File: config.mk
export PLATFORM = sky130hd
export DESIGN_NAME = light_sensor_command_readout
export DESIGN_NICKNAME = d
export VERILOG_FILES = /design/src/rtl/pin_sync.v /design/src/rtl/light_sensor_command_readout.v
export VERILOG_INCLUDE_DIRS = /design/src /design/src/rtl
export SDC_FILE = /design/constraint.sdc
export NUM_CORES = 1
export LEC_CHECK = 0
export BUFFER_PORTS_ARGS = -buffer_cell sky130_fd_sc_hd__buf_4
export CAP_MARGIN = 20
export CORE_MARGIN = 5
export CORE_UTILIZATION = 55
export CTS_CLUSTER_DIAMETER = 120
export DETAILED_ROUTE_END_ITERATION = 6
export HOLD_SLACK_MARGIN = 0.15
export PLACE_DENSITY = 0.77
export SYNTH_ARGS = -nofsm -noshare
export SYNTH_HDL_FRONTEND = slang
export SYNTH_SLANG_ARGS = --single-unit
File: constraint.sdc
create_clock -name i_sys_clk -period 3.2 [get_ports i_sys_clk]
set_clock_uncertainty 0.05 [all_clocks]
set_input_delay 0.64 -clock i_sys_clk [delete_from_list [all_inputs] [get_ports i_sys_clk]]
set_output_delay 0.64 -clock i_sys_clk [all_outputs]
set_load 0.01 [all_outputs]
File: src/rtl/light_sensor_consts.vh
// Constants for the light sensor command and readout block.
// Included by the command and readout design file; holds definitions only.
`ifndef LIGHT_SENSOR_CONSTS_VH
`define LIGHT_SENSOR_CONSTS_VH

// Fixed upper four bits of the 7-bit bus address
`define ADDR_UPPER_BITS 4'h8

// Command codes
`define CMD_POWER_DOWN 8'h8C
`define CMD_ADC_RESET 8'h0C
`define CMD_INT_PRIMARY 8'h00
`define CMD_INT_DARK 8'h04
`define CMD_INT_DIFF 8'h08
`define CMD_EXT_PRIMARY 8'h30
`define CMD_EXT_DARK 8'h34
`define CMD_EXT_DIFF 8'h38
`define CMD_TEST_BIT 7

// Command field that selects the photodiode source
`define CMD_SRC_MSB 3
`define CMD_SRC_LSB 2
`define SRC_PRIMARY 2'h0
`define SRC_DARK 2'h1
`define SRC_DIFF 2'h2

// Reset value of the command register
`define CMD_RESET_VALUE 8'h8C

// Oscillator cycles in one internally timed integration, less one
`define INT_LAST_CYCLE 16'h7FFF

// Readout byte indices and how many bytes each timing class offers
`define IDX_READING_LOW 2'h0
`define IDX_READING_HIGH 2'h1
`define IDX_COUNT_LOW 2'h2
`define IDX_COUNT_HIGH 2'h3
`define BYTES_INTERNAL 3'h2
`define BYTES_EXTERNAL 3'h4

`endif

File: src/rtl/pin_sync.v
// Two-stage synchroniser with a third stage for edge detection.
// Assumes asynchronous inputs; outputs are on the i_sys_clk domain.
`timescale 1ns/1ps
`default_nettype none

module pin_sync #(
   parameter WIDTH = 1
) (
   input wire i_sys_clk,
   input wire i_rst_n,
   input wire [WIDTH-1:0] i_async,
   output wire [WIDTH-1:0] o_level,
   output wire [WIDTH-1:0] o_rise,
   output wire [WIDTH-1:0] o_fall
);

   reg [WIDTH-1:0] meta_reg;
   reg [WIDTH-1:0] sync_reg;
   reg [WIDTH-1:0] last_reg;

   always @(posedge i_sys_clk or negedge i_rst_n) begin
      if (!i_rst_n) begin
         meta_reg <= {WIDTH{1'b1}};
         sync_reg <= {WIDTH{1'b1}};
         last_reg <= {WIDTH{1'b1}};
      end else begin
         meta_reg <= i_async;
         sync_reg <= meta_reg;
         last_reg <= sync_reg;
      end
   end

   assign o_level = sync_reg;
   assign o_rise = sync_reg & ~last_reg;
   assign o_fall = ~sync_reg & last_reg;

endmodule

`default_nettype wire

File: src/rtl/light_sensor_command_readout.v
// Bus slave, command decoder and conversion sequencer of the light sensor.
// Assumes bus lines, oscillator and photocurrent pulse trains are asynchronous
// to i_sys_clk and each high or low phase lasts at least three system clocks.
// How it works
// - Answer address 1000 plus three select pins
// - One 8-bit command register holds operation
// - Each write data byte overwrites command
// - Reads return reading low, high, count low, high
// - Internal modes release bus after two bytes
// - Readout registers update only on completion
// - Early reads return the previous reading
// - Address-only write repeats the held command
// - 8C powers converter down, others re-enable
// - 0C clears conversion and cycle counts
// - 00/04/08 self-timed primary, dark, difference
// - 30/34/38 externally timed, each restarts integration
// - Single diode result is unsigned 16-bit
// - Difference integrates dark then primary, signed
// - Internal integration lasts 2^15 oscillator cycles
// - Bytes three and four hold cycle count
// - Oscillator counter latched at integration end
// - Top-bit commands other than 8C are echoed back on read
`timescale 1ns/1ps
`default_nettype none
`include "light_sensor_consts.vh"

module light_sensor_command_readout (
   input wire i_sys_clk,
   input wire i_rst_n,
   input wire i_scl,
   input wire i_sda,
   output wire o_sda,
   output wire o_sda_oe_n,
   input wire i_addr_select_bit0,
   input wire i_addr_select_bit1,
   input wire i_addr_select_bit2,
   input wire i_osc_clk,
   input wire i_primary_photocurrent,
   input wire i_dark_photocurrent,
   output wire o_adc_enabled,
   output wire o_conv_busy
);

   localparam [6:0] S_IDLE = 7'h01;
   localparam [6:0] S_ADDR = 7'h02;
   localparam [6:0] S_ADDR_ACK = 7'h04;
   localparam [6:0] S_WRITE = 7'h08;
   localparam [6:0] S_WRITE_ACK = 7'h10;
   localparam [6:0] S_READ = 7'h20;
   localparam [6:0] S_READ_ACK = 7'h40;

   wire [7:0] sync_in;
   wire [7:0] sync_level;
   wire [7:0] sync_rise;
   wire [7:0] sync_fall;

   assign sync_in = {i_dark_photocurrent, i_primary_photocurrent, i_osc_clk,
                     i_addr_select_bit2, i_addr_select_bit1, i_addr_select_bit0,
                     i_sda, i_scl};

   pin_sync #(
      .WIDTH(8)
   ) u_pin_sync (
      .i_sys_clk(i_sys_clk),
      .i_rst_n(i_rst_n),
      .i_async(sync_in),
      .o_level(sync_level),
      .o_rise(sync_rise),
      .o_fall(sync_fall)
   );

   wire scl_level = sync_level[0];
   wire sda_level = sync_level[1];
   wire scl_rise = sync_rise[0];
   wire scl_fall = sync_fall[0];
   wire [2:0] addr_pins = sync_level[4:2];
   wire osc_rise = sync_rise[5];
   wire primary_rise = sync_rise[6];
   wire dark_rise = sync_rise[7];

   // Start and stop conditions: data moves while the clock is high
   wire start_det = scl_level & sync_fall[1];
   wire stop_det = scl_level & sync_rise[1];

   reg [6:0] state_reg;
   reg [3:0] bit_cnt_reg;
   reg [7:0] shift_reg;
   reg [7:0] tx_reg;
   reg [1:0] byte_idx_reg;
   reg rw_reg;
   reg master_ack_reg;
   reg sda_drive_reg;
   reg wr_seen_reg;
   reg exec_reg;
   reg [7:0] command_reg;

   reg adc_en_reg;
   reg run_reg;
   reg run_ext_reg;
   reg [1:0] src_reg;
   reg phase_dark_reg;
   reg [15:0] cyc_cnt_reg;
   reg [15:0] pulse_cnt_reg;
   reg [15:0] dark_cnt_reg;
   reg [15:0] reading_reg;
   reg [15:0] count_reg;

   // Command decode; power-down is checked ahead of the test class
   wire is_pdn = (command_reg == `CMD_POWER_DOWN);
   wire is_test = command_reg[`CMD_TEST_BIT] & ~is_pdn;
   wire is_int = (command_reg == `CMD_INT_PRIMARY) | (command_reg == `CMD_INT_DARK) |
                 (command_reg == `CMD_INT_DIFF);
   wire is_ext = (command_reg == `CMD_EXT_PRIMARY) | (command_reg == `CMD_EXT_DARK) |
                 (command_reg == `CMD_EXT_DIFF);
   wire [1:0] cmd_src = command_reg[`CMD_SRC_MSB:`CMD_SRC_LSB];

   wire src_diff = (src_reg == `SRC_DIFF);
   wire count_primary = (src_reg == `SRC_PRIMARY) | (src_diff & ~phase_dark_reg);
   wire count_dark = (src_reg == `SRC_DARK) | (src_diff & phase_dark_reg);
   wire pulse_hit = (count_primary & primary_rise) | (count_dark & dark_rise);
   wire [15:0] pulse_next = (pulse_cnt_reg == 16'hFFFF) ? pulse_cnt_reg :
                            pulse_cnt_reg + 16'h0001;
   // Difference result wraps as two's complement
   wire [15:0] result = src_diff ? (pulse_cnt_reg - dark_cnt_reg) : pulse_cnt_reg;
   wire int_end = run_reg & ~run_ext_reg & osc_rise &
                  (cyc_cnt_reg == `INT_LAST_CYCLE);
   wire ext_fin = exec_reg & is_ext & run_reg & run_ext_reg;
   wire diff_dark_now = src_diff & phase_dark_reg;
   // Count bytes only while an externally timed mode runs
   wire [2:0] bytes_allowed = (run_reg & run_ext_reg) ? `BYTES_EXTERNAL : `BYTES_INTERNAL;
   wire [2:0] next_idx = {1'b0, byte_idx_reg} + 3'h1;
   wire addr_match = (shift_reg[7:1] == {`ADDR_UPPER_BITS, addr_pins});

   function [7:0] rd_byte;
      input [1:0] idx;
      input test;
      input [7:0] cmd;
      input [15:0] rd;
      input [15:0] cnt;
      begin
         if (test) begin
            rd_byte = cmd;
         end else begin
            case (idx)
               `IDX_READING_LOW: rd_byte = rd[7:0];
               `IDX_READING_HIGH: rd_byte = rd[15:8];
               `IDX_COUNT_LOW: rd_byte = cnt[7:0];
               default: rd_byte = cnt[15:8];
            endcase
         end
      end
   endfunction

   wire [7:0] first_byte = rd_byte(`IDX_READING_LOW, is_test, command_reg,
                                   reading_reg, count_reg);
   wire [7:0] next_byte = rd_byte(next_idx[1:0], is_test, command_reg,
                                  reading_reg, count_reg);

   // Bus slave
   always @(posedge i_sys_clk or negedge i_rst_n) begin
      if (!i_rst_n) begin
         state_reg <= S_IDLE;
         bit_cnt_reg <= 4'h0;
         shift_reg <= 8'h00;
         tx_reg <= 8'h00;
         byte_idx_reg <= 2'h0;
         rw_reg <= 1'b0;
         master_ack_reg <= 1'b0;
         sda_drive_reg <= 1'b0;
         wr_seen_reg <= 1'b0;
         exec_reg <= 1'b0;
         command_reg <= `CMD_RESET_VALUE;
      end else begin
         exec_reg <= 1'b0;
         if (start_det | stop_det) begin
            // A write addressed here executes at its end, data or not
            exec_reg <= wr_seen_reg;
            wr_seen_reg <= 1'b0;
            sda_drive_reg <= 1'b0;
            bit_cnt_reg <= 4'h0;
            state_reg <= start_det ? S_ADDR : S_IDLE;
         end else begin
            case (state_reg)
               S_IDLE: begin
                  sda_drive_reg <= 1'b0;
               end
               S_ADDR: begin
                  if (scl_rise) begin
                     shift_reg <= {shift_reg[6:0], sda_level};
                     bit_cnt_reg <= bit_cnt_reg + 4'h1;
                  end else if (scl_fall && bit_cnt_reg == 4'h8) begin
                     if (addr_match) begin
                        sda_drive_reg <= 1'b1;
                        rw_reg <= shift_reg[0];
                        state_reg <= S_ADDR_ACK;
                     end else begin
                        state_reg <= S_IDLE;
                     end
                  end
               end
               S_ADDR_ACK: begin
                  if (scl_fall) begin
                     bit_cnt_reg <= 4'h0;
                     if (rw_reg) begin
                        // No sub-address: a read always starts at byte 0
                        tx_reg <= first_byte;
                        byte_idx_reg <= `IDX_READING_LOW;
                        sda_drive_reg <= ~first_byte[7];
                        state_reg <= S_READ;
                     end else begin
                        sda_drive_reg <= 1'b0;
                        wr_seen_reg <= 1'b1;
                        state_reg <= S_WRITE;
                     end
                  end
               end
               S_WRITE: begin
                  if (scl_rise) begin
                     shift_reg <= {shift_reg[6:0], sda_level};
                     bit_cnt_reg <= bit_cnt_reg + 4'h1;
                  end else if (scl_fall && bit_cnt_reg == 4'h8) begin
                     command_reg <= shift_reg;
                     sda_drive_reg <= 1'b1;
                     state_reg <= S_WRITE_ACK;
                  end
               end
               S_WRITE_ACK: begin
                  if (scl_fall) begin
                     sda_drive_reg <= 1'b0;
                     bit_cnt_reg <= 4'h0;
                     state_reg <= S_WRITE;
                  end
               end
               S_READ: begin
                  if (scl_rise) begin
                     bit_cnt_reg <= bit_cnt_reg + 4'h1;
                  end else if (scl_fall) begin
                     if (bit_cnt_reg == 4'h8) begin
                        sda_drive_reg <= 1'b0;
                        state_reg <= S_READ_ACK;
                     end else begin
                        tx_reg <= {tx_reg[6:0], 1'b0};
                        sda_drive_reg <= ~tx_reg[6];
                     end
                  end
               end
               S_READ_ACK: begin
                  if (scl_rise) begin
                     master_ack_reg <= ~sda_level;
                  end else if (scl_fall) begin
                     bit_cnt_reg <= 4'h0;
                     if (master_ack_reg && next_idx < bytes_allowed) begin
                        tx_reg <= next_byte;
                        byte_idx_reg <= next_idx[1:0];
                        sda_drive_reg <= ~next_byte[7];
                        state_reg <= S_READ;
                     end else begin
                        sda_drive_reg <= 1'b0;
                        state_reg <= S_IDLE;
                     end
                  end
               end
               default: begin
                  sda_drive_reg <= 1'b0;
                  state_reg <= S_IDLE;
               end
            endcase
         end
      end
   end

   // Conversion sequencer; readout registers change only at an integration end
   always @(posedge i_sys_clk or negedge i_rst_n) begin
      if (!i_rst_n) begin
         adc_en_reg <= 1'b0;
         run_reg <= 1'b0;
         run_ext_reg <= 1'b0;
         src_reg <= `SRC_PRIMARY;
         phase_dark_reg <= 1'b0;
         cyc_cnt_reg <= 16'h0000;
         pulse_cnt_reg <= 16'h0000;
         dark_cnt_reg <= 16'h0000;
         reading_reg <= 16'h0000;
         count_reg <= 16'h0000;
      end else if (exec_reg) begin
         pulse_cnt_reg <= 16'h0000;
         cyc_cnt_reg <= 16'h0000;
         if (ext_fin) begin
            if (diff_dark_now) begin
               dark_cnt_reg <= pulse_cnt_reg;
            end else begin
               reading_reg <= result;
               count_reg <= cyc_cnt_reg;
            end
         end
         if (is_pdn) begin
            adc_en_reg <= 1'b0;
            run_reg <= 1'b0;
         end else begin
            adc_en_reg <= 1'b1;
            if (is_int | is_ext) begin
               run_reg <= 1'b1;
               run_ext_reg <= is_ext;
               src_reg <= cmd_src;
               // Difference runs dark first, then primary
               phase_dark_reg <= (cmd_src == `SRC_DIFF) & ~(ext_fin & diff_dark_now);
            end else begin
               run_reg <= 1'b0;
            end
         end
      end else if (int_end) begin
         pulse_cnt_reg <= 16'h0000;
         cyc_cnt_reg <= 16'h0000;
         if (diff_dark_now) begin
            dark_cnt_reg <= pulse_cnt_reg;
            phase_dark_reg <= 1'b0;
         end else begin
            reading_reg <= result;
            count_reg <= cyc_cnt_reg + 16'h0001;
            phase_dark_reg <= src_diff;
         end
      end else if (run_reg) begin
         if (osc_rise) begin
            cyc_cnt_reg <= cyc_cnt_reg + 16'h0001;
         end
         if (pulse_hit) begin
            pulse_cnt_reg <= pulse_next;
         end
      end
   end

   assign o_sda = 1'b0;
   assign o_sda_oe_n = ~sda_drive_reg;
   assign o_adc_enabled = adc_en_reg;
   assign o_conv_busy = run_reg;

endmodule

`default_nettype wire

==> results of run 1 <==
## per-stage QoR
stage,std cells,power [mW],hold WS [ns],util
after floorplan,838,2.07,0.294,-
after CTS,1041,4.24,0.254,0.620
after detailed placement,1008,2.16,0.297,0.576
final,1041,4.23,0.263,0.620
after global placement,1008,2.15,0.296,0.576
after global routing,1041,4.35,0.256,0.620
## cells by family (layout without fill, tap and decap cells)
| family | Yosys count | in the layout |
|---|---|---|
| AO/OA/AOI/OAI | 175 | 175 |
| AND/OR/NAND/NOR | 310 | 310 |
| XOR/XNOR | 49 | 49 |
| multiplexers | 56 | 56 |
| other | 1 | 1 |
| flip-flops | 148 | 148 |
| adder cells (fa/ha/maj) | 25 | 25 |
| buffers and inverters | 74 | 93 |
## layer usage
| metal | vias to the layer above | routed length [um] | GRT usage |
|---|---|---|---|
| met3 | 31 | 834 | 0.0344 |
| met5 | - | 0 | 0 |
| met2 | 172 | 8640 | 0.342 |
| met1 | 3054 | 8100 | 0.295 |
| li1 | 2994 | - | - |
| met4 | 0 | 344 | 0.0751 |
## area by class of cell
| type | count | area (um^2) |
|---|---|---|
| repair buffers | 26 | 214 |
| fillers | 1161 | 5510 |
| well taps | 184 | 230 |
| clock inverters | 15 | 196 |
| inverters | 35 | 131 |
| multi-input cells | 616 | 4040 |
| clock buffers | 17 | 425 |
| flip-flops and latches | 148 | 3730 |
## worst paths after layout
check / slack (ns) / cells after the start / startpoint / to
min: 0.26 / 1 / i_addr_select_bit2 / u_pin_sync.meta_reg[4]
max in group asynchronous: 1.64 / 3 / i_rst_n / u_pin_sync.last_reg[6]
max: 0.39 / 11 / pulse_cnt_reg[0] / reading_reg[8]
min reg2reg: 0.31 / 0 / u_pin_sync.meta_reg[0] / u_pin_sync.o_level[0]
max reg2reg: 0.39 / 11 / pulse_cnt_reg[0] / reading_reg[8]
min in group asynchronous: 0.69 / 2 / i_rst_n / cyc_cnt_reg[1]
## critical path: stages, from the launching register on
cell and delay, ns:
dfrtp_1 0.41, inv_1 0.14, ha_1 0.19, inv_1 0.05, fa_1 0.42, a211oi_1 0.29
o21bai_1 0.18, a2111oi_0 0.50, nor3_1 0.14, xor2_1 0.18, nand2_1 0.07, a21oi_1 0.12
## cell usage after synthesis, types with 3 or more instances
cell	number
a211oi_1	6
nand4b_1	4
buf_2	4
xnor2_1	26
a21oi_1	32
dfrtp_1	123
ha_1	24
clkbuf_1	30
a21o_1	7
and4b_1	4
nand3b_1	3
and4_1	3
and3b_1	3
o22ai_1	3
or3_1	7
mux2i_1	14
a222oi_1	8
dfstp_2	25
nor2_1	67
inv_1	35
nand2_1	90
and3_1	15
mux2_2	42
o31ai_1	5
or2_2	6
nor3b_1	4
nor3_1	32
a31oi_1	9
and2_1	11
nand3_1	25
nor4_1	3
nand4_1	8
xor2_1	23
a22oi_1	8
nand2b_1	10
o21ai_0	68
nor2b_1	10
o221ai_1	6
## power groups by stage
stage               Sequential [mW]  Clock (mW)  Combinational (mW)
floorplan                      1.97           0               0.102
global placement               1.97           0               0.180
detailed placement             1.97           0               0.183
CTS                            1.94        2.12               0.186
global route                   1.95        2.19               0.210
finish                         1.94        2.10               0.185
## repair_timing
| action | CTS | global route |
|---|---|---|
| hold buffers | 1 | 0 |
| hold endpoints to repair | 35 | 0 |
| setup endpoints to repair | 0 | 0 |
==> impl_metrics.json, run 1 <==
{
  "status": "finished clean",
  "design_area_um2": 8970,
  "ctsResizeCount": 0,
  "drt-total-wl_mm": 17.9,
  "synthAdderAreaFrac": 0.0397,
  "clock_path_buffers": 2,
  "die_h_um": 131,
  "fmax_mhz": 355,
  "synth_area_leaders": "dfrtp_1 38%, dfstp_2 8.1%, mux2_2 5.9%, o21ai_0 4.2%, nand2_1 4.2%",
  "p_int_mw": 3.23,
  "start_util": 0.557,
  "grt_max_degree": 64,
  "maxSlewHeadroom": 0.334,
  "synth_top_cell_by_area": "dfrtp_1",
  "synth_xor_area_frac": 0.0532,
  "antenna_found_initial": 0,
  "yosys.area.top_type_share": 0.382,
  "ios": 14,
  "dpl.hpwl_mm": 12.3,
  "critPathMaxFanout": 4,
  "rsz0062_at_grt": "no",
  "cts_made_buffers": 17,
  "yosysUniqueCellTypes": 65,
  "syn-num-nets": 873,
  "cts_tree": "yes",
  "period_share": 0.879,
  "core.rowCount": 44,
  "worstSetupPathType": "register to register",
  "setup_tns_ns": 0,
  "holdCritPathClass": "primary input to register",
  "layout_setup_ws_ns": 0.386,
  "drc": 0,
  "cp.arrival_ns": 3.12,
  "async_flop_share": 1.00,
  "synth_mux_area_frac": 0.0760,
  "synth_top_family_by_area": "simple AND/OR/NAND/NOR gates",
  "setup_violations": 0,
  "drt_iter0_markers": 501,
  "seqPwrFrac": 0.459,
  "gp_congestion": 0.858,
  "cap_violations": 0,
  "via_per_inst": 6.00,
  "port_buffers": 12,
  "dr.pass1.iters": 7,
  "cts_setup_buffers": 0,
  "synth_compound_area_frac": 0.139,
  "clock-sinks": 148,
  "n_antenna_cell": 0,
  "ys_warn_count": 0,
  "synth_area_um2": 8070,
  "leakagePower_nw": 3.94,
  "vias": 6251,
  "clk_pin_slew_ns": 0.06,
  "grt_pass1_wl_mm": 30.6,
  "ant_nets": 0,
  "layout.cells.most_common": "dfrtp_1",
  "areaGrowthSynthToFinish_pct": 11.2,
  "power.density_nw_per_um2": 471,
  "placed_area_um2": 8340,
  "cp.required_ns": 3.50,
  "wl_per_cell_um": 17.2,
  "layout_common_cells": "123 x dfrtp_1, 90 x nand2_1, 68 x o21ai_0",
  "synthSimpleGateAreaFrac": 0.192,
  "comb_power_share": 0.044,
  "clockPowerShare": 0.497,
  "syn_inst": 838,
  "ys_seq_area_frac": 0.463,
  "ys_dominant_reg_cell": "dfrtp_1",
  "pre_cts_ws_ns": 0.457,
  "net-switching-power_uw": 991,
  "final_hold_viol_count": 0,
  "insertion_delay_ns": 0.43,
  "grtUsageTotal": 0.213,
  "drive_gt1_frac": 0.159,
  "tightest_slew_ns": 1.00,
  "h-tree-depth": 4,
  "dieArea_um2": 17200,
  "peakVddDrop_v": 0.000311,
  "syn_area_per_cell_um2": 9.63,
  "cp-end-kind": "register",
  "fp.dieW_um": 131,
  "core_region_area_um2": 14500,
  "gr-total-overflow": 0,
  "grt_pass1_vias": 6090,
  "post-route-min-period_ns": 2.81,
  "switching_share": 0.235,
  "synth_edf_count": 0,
  "nNetsFinal": 879,
  "cts_root_buffer": "clkbuf_16",
  "synth-seq-cells": 148,
  "start_kind": "register",
  "slew_viol_final": 0
}
No activity file was read; power rests on OpenSTA's default activity.
==> run 2, diff against run 1 <==
ABC_AREA = 1   (was not set)
==> run 2 against run 1 <==
Utilization fell by 0.60 points. Die area rose by 9.3%. Design area rose by 8.7%. First-iteration DRC count rose by 30%. Largest cell class unchanged. Total power fell by 3.3%. Worst setup slack improved by 0.53 ns. Fmax rose by 23%.
==> impl_metrics.json, run 2 <==
{
  "syn_area_per_cell_um2": 6.96,
  "async_flop_share": 1.00,
  "leakagePower_nw": 4.88,
  "gp_congestion": 0.945,
  "grtUsageMet2": 0.385,
  "layout.cells.most_common": "nand2_1",
  "synth_area_um2": 8880,
  "ys_warn_count": 0,
  "grtUsageMet3": 0.0412,
  "port_buffers": 12,
  "antenna_found_initial": 0,
  "dr.pass1.iters": 5,
  "post-route-min-period_ns": 2.28,
  "clock-sinks": 148,
  "instances_no_fill": 1511,
  "yosys.area.top_type_share": 0.347,
  "cp.arrival_ns": 2.54,
  "dpl.hpwl_mm": 16.2,
  "maxSlewHeadroom": 0.563,
  "cp-end-kind": "register",
  "via_per_inst": 5.36,
  "start_util": 0.559,
  "p_int_mw": 3.17,
  "fp.dieW_um": 137,
  "drive_gt1_frac": 0.0865,
  "rsz0062_at_grt": "no",
  "setup_violations": 0,
  "ys_dominant_reg_cell": "dfrtp_1",
  "n_antenna_cell": 0,
  "layout_common_cells": "474 x nand2_1, 129 x inv_1, 123 x nand3_1, 123 x dfrtp_1, 116 x nor2_1",
  "holdCritPathClass": "primary input to asynchronous set/reset pin",
  "core.rowCount": 46,
  "design_area_um2": 9750,
  "status": "finished clean",
  "cp.required_ns": 3.46,
  "net-switching-power_uw": 916,
  "dieArea_um2": 18800,
  "comb_power_share": 0.035,
  "crit_chain": "inv_1 > nand4_1 > nor2_1 > nand3_1 > nand2_2 > nand2_2 > clkinv_2 > nor2_1 > nor2_1",
  "cts_tree": "yes",
  "placed_area_um2": 9150,
  "whs_ns": 0.173,
  "cpPeakStageDelay_ns": 0.60,
  "seqPwrFrac": 0.473,
  "slowest_stage": "dfstp_2",
  "clockPowerShare": 0.492,
  "cts_setup_buffers": 0,
  "cts_made_buffers": 17,
  "ant_nets": 0,
  "synth_common_cells": "474 x nand2_1, 129 x inv_1, 123 x dfrtp_1, 123 x nand3_1, 116 x nor2_1",
  "yosysUniqueCellTypes": 43,
  "grt_max_degree": 73,
  "synth_edf_count": 0,
  "drt_iter0_markers": 650,
  "peakVddDrop_v": 0.000360,
  "critPathMaxFanout": 33,
  "synth_most_common_cell": "nand2_1",
  "final_hold_viol_count": 0,
  "fill_cells": 1488,
  "fmax_mhz": 439,
  "vias": 8100,
  "crit_path_frequent_cell": "nor2_1",
  "slew_viol_final": 0,
  "switching_share": 0.224,
  "power.density_nw_per_um2": 419,
  "clk_pin_slew_ns": 0.06,
  "clock_path_buffers": 2,
  "ios": 14,
  "die_h_um": 137,
  "wl_per_cell_um": 14.4,
  "ys_seq_area_frac": 0.421,
  "drt-total-wl_mm": 21.7,
  "cap_violations": 0,
  "syn-num-nets": 1310,
  "nNetsFinal": 1317,
  "start_kind": "register",
  "synth-seq-cells": 148,
  "cts_root_buffer": "clkbuf_16",
  "setup_tns_ns": 0,
  "synth_area_leaders": "dfrtp_1 35%, nand2_1 20%, dfstp_2 7.4%, nand3_1 6.9%, inv_1 5.5%",
  "crit_family": "simple AND/OR/NAND/NOR gates",
  "gr-total-overflow": 0,
  "ctsHoldBuffers": 0,
  "drc": 0,
  "met1_usage": 0.350,
  "ctsResizeCount": 0,
  "grt_pass1_vias": 7455,
  "top_usage_layer": "met2",
  "grt_pass1_wl_mm": 36.5,
  "areaGrowthSynthToFinish_pct": 9.81,
  "synth_top_cell_by_area": "dfrtp_1",
  "h-tree-depth": 4,
  "insertion_delay_ns": 0.42,
  "period_share": 0.713,
  "core_region_area_um2": 15900,
  "critPathBufInv": 2,
  "tightest_slew_ns": 0.656,
  "syn_inst": 1275,
  "dp.cells": 1479,
  "fin_total_pwr_mw": 4.08,
  "worstSetupPathType": "register to register",
  "grtUsageTotal": 0.245
}
-- run 2: cell count changes after synthesis, sizes merged, moves of 14 or more --
cell / change
xnor2: -25
xor2: -14
nor3: -16
inv: +97
nand3: +97
o21ai: +18
mux2: -42
buf: +15
nand2: +392
nor2: +62
clkbuf: -19
-- run 2: worst reg2reg max path, cell delays in order (launching register included) --
cell and delay, ns:
dfstp_2 0.60, inv_1 0.10, nand4_1 0.12, nor2_1 0.09, nand3_1 0.12, nand2_2 0.09
nand2_2 0.43, clkinv_2 0.34, nor2_1 0.17, nor2_1 0.06
-- run 2: through the flow --
stage | utilization | setup WS [ns]
CTS | 0.614 | 0.929
global placement | 0.576 | 0.938
floorplan | - | 1.36
detailed placement | 0.576 | 0.932
finish | 0.614 | 0.920
global route | 0.614 | 0.666
-- run 2: routing by layer --
| layer | vias to the layer above | wire [um] |
|---|---|---|
| li1 | 4084 | - |
| met1 | 3767 | 10300 |
| met2 | 217 | 9920 |
| met3 | 32 | 1110 |
| met4 | 0 | 386 |
| met5 | - | 0 |
-- run 2: area by class of cell --
cell class | count | area [um^2] | share of cell area
Multi-Input combinational cell | 957 | 4450 | 0.457
Sequential cell | 148 | 3730 | 0.383
Inverter | 135 | 508 | 0.0521
Clock buffer | 21 | 470 | 0.0482
Tap cell | 216 | 270 | 0.0277
Timing Repair Buffer | 23 | 189 | 0.0194
Clock inverter | 11 | 126 | 0.0130
-- run 2: power groups by stage --
stage	clock (mW)	combinational, mW	sequential, mW
4_1_cts	2.03	0.145	1.93
6_report	2.01	0.142	1.93
2_1_floorplan	0	0.0755	1.96
5_1_grt	2.12	0.165	1.93
3_3_place_gp	0	0.143	1.96
3_5_place_dp	0	0.144	1.96
-- run 2: final timing paths --
kind                                         from                endpoint  slack, ns  depth (start not counted)
min reg2reg                u_pin_sync.meta_reg[4]   u_pin_sync.o_level[4]       0.30                          0
min                                       i_rst_n       pulse_cnt_reg[13]       0.17                          1
max in group asynchronous                 i_rst_n            state_reg[0]       2.12                          2
max reg2reg                        command_reg[7]            count_reg[6]       0.92                          9
min in group i_sys_clk                      i_scl  u_pin_sync.meta_reg[0]       0.27                          1
max                                command_reg[7]            count_reg[6]       0.92                          9
-- run 2: kinds of logic (layout without fill, tap and decap cells) --
logic type,Yosys count,count (layout),synth area share
other,1,1,0.000422
adders and majority gates,25,25,0.0361
AOI/OAI and AO/OA,134,134,0.0788
xor gates and xnor gates,10,10,0.00986
and+or+nand+nor,786,786,0.375
buffers and inverters,170,190,0.0781
muxes,1,1,0.00113
DFF,148,148,0.421
==> run 3, diff against run 2 <==
clock period = 2.3 ns   (was 3.2 ns; I/O delays follow)
==> run 3 against run 2 <==
Worst setup slack got worse by 0.68 ns. Hold slack improved by 0.13 ns. Combinational power grew 56%. Critical path type unchanged.
==> impl_metrics.json, run 3 (same netlist as run 2, synthesis figures left out) <==
{
  "pre_cts_ws_ns": 0.267,
  "cts_made_buffers": 17,
  "p_int_mw": 4.38,
  "net-switching-power_mw": 1.33,
  "gr-total-overflow": 0,
  "drc": 0,
  "cp-end-kind": "register",
  "clock_path_buffers": 2,
  "n_antenna_cell": 0,
  "ios": 14,
  "layout.cells.most_common": "nand2_1",
  "start_util": 0.559,
  "ctsHoldBuffers": 9,
  "drive_gt1_frac": 0.0983,
  "critPathBufInv": 0,
  "dr.pass1.iters": 7,
  "slew_viol_final": 0,
  "critPathMaxFanout": 32,
  "nNetsFinal": 1345,
  "layout_setup_ws_ns": 0.239,
  "clk_pin_slew_ns": 0.07,
  "start_kind": "register",
  "setup_tns_ns": 0,
  "holdCritPathClass": "register to register",
  "tightest_slew_ns": 0.595,
  "leakagePower_nw": 5.01,
  "peakVddDrop_v": 0.000601,
  "grt_pass1_wl_mm": 37.4,
  "grtUsageTotal": 0.253,
  "drt_iter0_markers": 694,
  "fin_total_pwr_mw": 5.71,
  "grt_pass1_vias": 7671,
  "drt-total-wl_mm": 22.2,
  "switching_share": 0.234,
  "seqPwrFrac": 0.471,
  "comb_power_share": 0.039,
  "cpPeakStageDelay_ns": 0.41,
  "cap_violations": 0,
  "wl_per_cell_um": 14.4,
  "crit_path_frequent_cell": "nand2_2",
  "maxSlewHeadroom": 0.603,
  "crit_family": "simple AND/OR/NAND/NOR gates",
  "core.rowCount": 46,
  "power.density_nw_per_um2": 572,
  "fmax_mhz": 485,
  "cp.required_ns": 2.55,
  "crit_chain": "ha_1 > nand2_1 > nor2_2 > nand2_2 > nor2_4 > nand3_1 > nand2_2 > nand2_2 > nor2_1 > a21oi_1",
  "port_buffers": 12,
  "cp.arrival_ns": 2.31,
  "cts_root_buffer": "clkbuf_16",
  "slowest_stage": "dfrtp_1",
  "dieArea_um2": 18800,
  "grt_max_degree": 54,
  "antenna_found_initial": 0,
  "die_h_um": 137,
  "gp_congestion": 0.929,
  "setup_violations": 0,
  "rsz0062_at_grt": "no",
  "clockPowerShare": 0.490,
  "placed_area_um2": 9310,
  "cts_setup_buffers": 0,
  "fill_cells": 1436,
  "ctsResizeCount": 0,
  "cts_tree": "yes",
  "fp.dieW_um": 137,
  "h-tree-depth": 4,
  "core_region_area_um2": 15900,
  "final_hold_viol_count": 0,
  "design_area_um2": 9990,
  "period_share": 0.896,
  "post-route-min-period_ns": 2.06,
  "via_per_inst": 5.33,
  "whs_ns": 0.298,
  "areaGrowthSynthToFinish_pct": 12.5,
  "worstSetupPathType": "register to register",
  "ant_nets": 0,
  "vias": 8205,
  "dpl.hpwl_mm": 16.5,
  "clock-sinks": 148,
  "insertion_delay_ns": 0.43,
  "layout_common_cells": "474 x nand2_1, 129 x inv_1, 123 x nand3_1, 123 x dfrtp_1, 116 x nor2_1",
  "status": "finished clean"
}
[run 3: cell type report]
class                      instances  area [um^2]  area share
sequential                       148         3730       0.374
multi-input combinational        957         4450       0.446
clock inverter                    13          146      0.0147
clock buffer                      19          443      0.0443
tap                              216          270      0.0271
timing repair buffer              51          434      0.0435
inverter                         135          508      0.0509
[run 3: metrics by stage]
step	util	instances
floorplan	-	1275
global placement	0.586	1498
detailed placement	0.586	1498
CTS	0.629	1539
global route	0.629	1539
finish	0.629	1539
[run 3: worst paths after layout]
kind	from	end	slack, ns	cells past startpoint
min	u_pin_sync.meta_reg[0]	u_pin_sync.o_level[0]	0.30	0
min in group asynchronous	i_rst_n	pulse_cnt_reg[13]	0.49	2
max	cyc_cnt_reg[0]	dark_cnt_reg[5]	0.24	10
max in group asynchronous	i_rst_n	state_reg[0]	1.04	3
max reg2reg	cyc_cnt_reg[0]	dark_cnt_reg[5]	0.24	10
min reg2reg	u_pin_sync.meta_reg[0]	u_pin_sync.o_level[0]	0.30	0
[run 3: worst register-to-register path, stage by stage (launching register included)]
cell,delay (ns)
dfrtp_1,0.41
ha_1,0.19
nand2_1,0.08
nor2_2,0.16
nand2_2,0.10
nor2_4,0.14
nand3_1,0.11
nand2_2,0.10
nand2_2,0.31
nor2_1,0.23
a21oi_1,0.06
[run 3: power by group through the flow]
stage	Sequential [mW]	Clock (mW)	Combinational, mW
after detailed placement	2.73	0	0.215
after CTS	2.69	2.83	0.228
after global routing	2.69	2.95	0.256
final	2.69	2.80	0.222
after floorplan	2.73	0	0.105
after global placement	2.73	0	0.206
[run 3: per-layer routing]
layer  track usage  vias to the layer above  share of wire
met5             0                        -              0
met1         0.358                     3797           0.46
met4        0.0704                        0          0.015
met3        0.0717                       31          0.075
met2         0.381                      232           0.45
li1              -                     4145              -
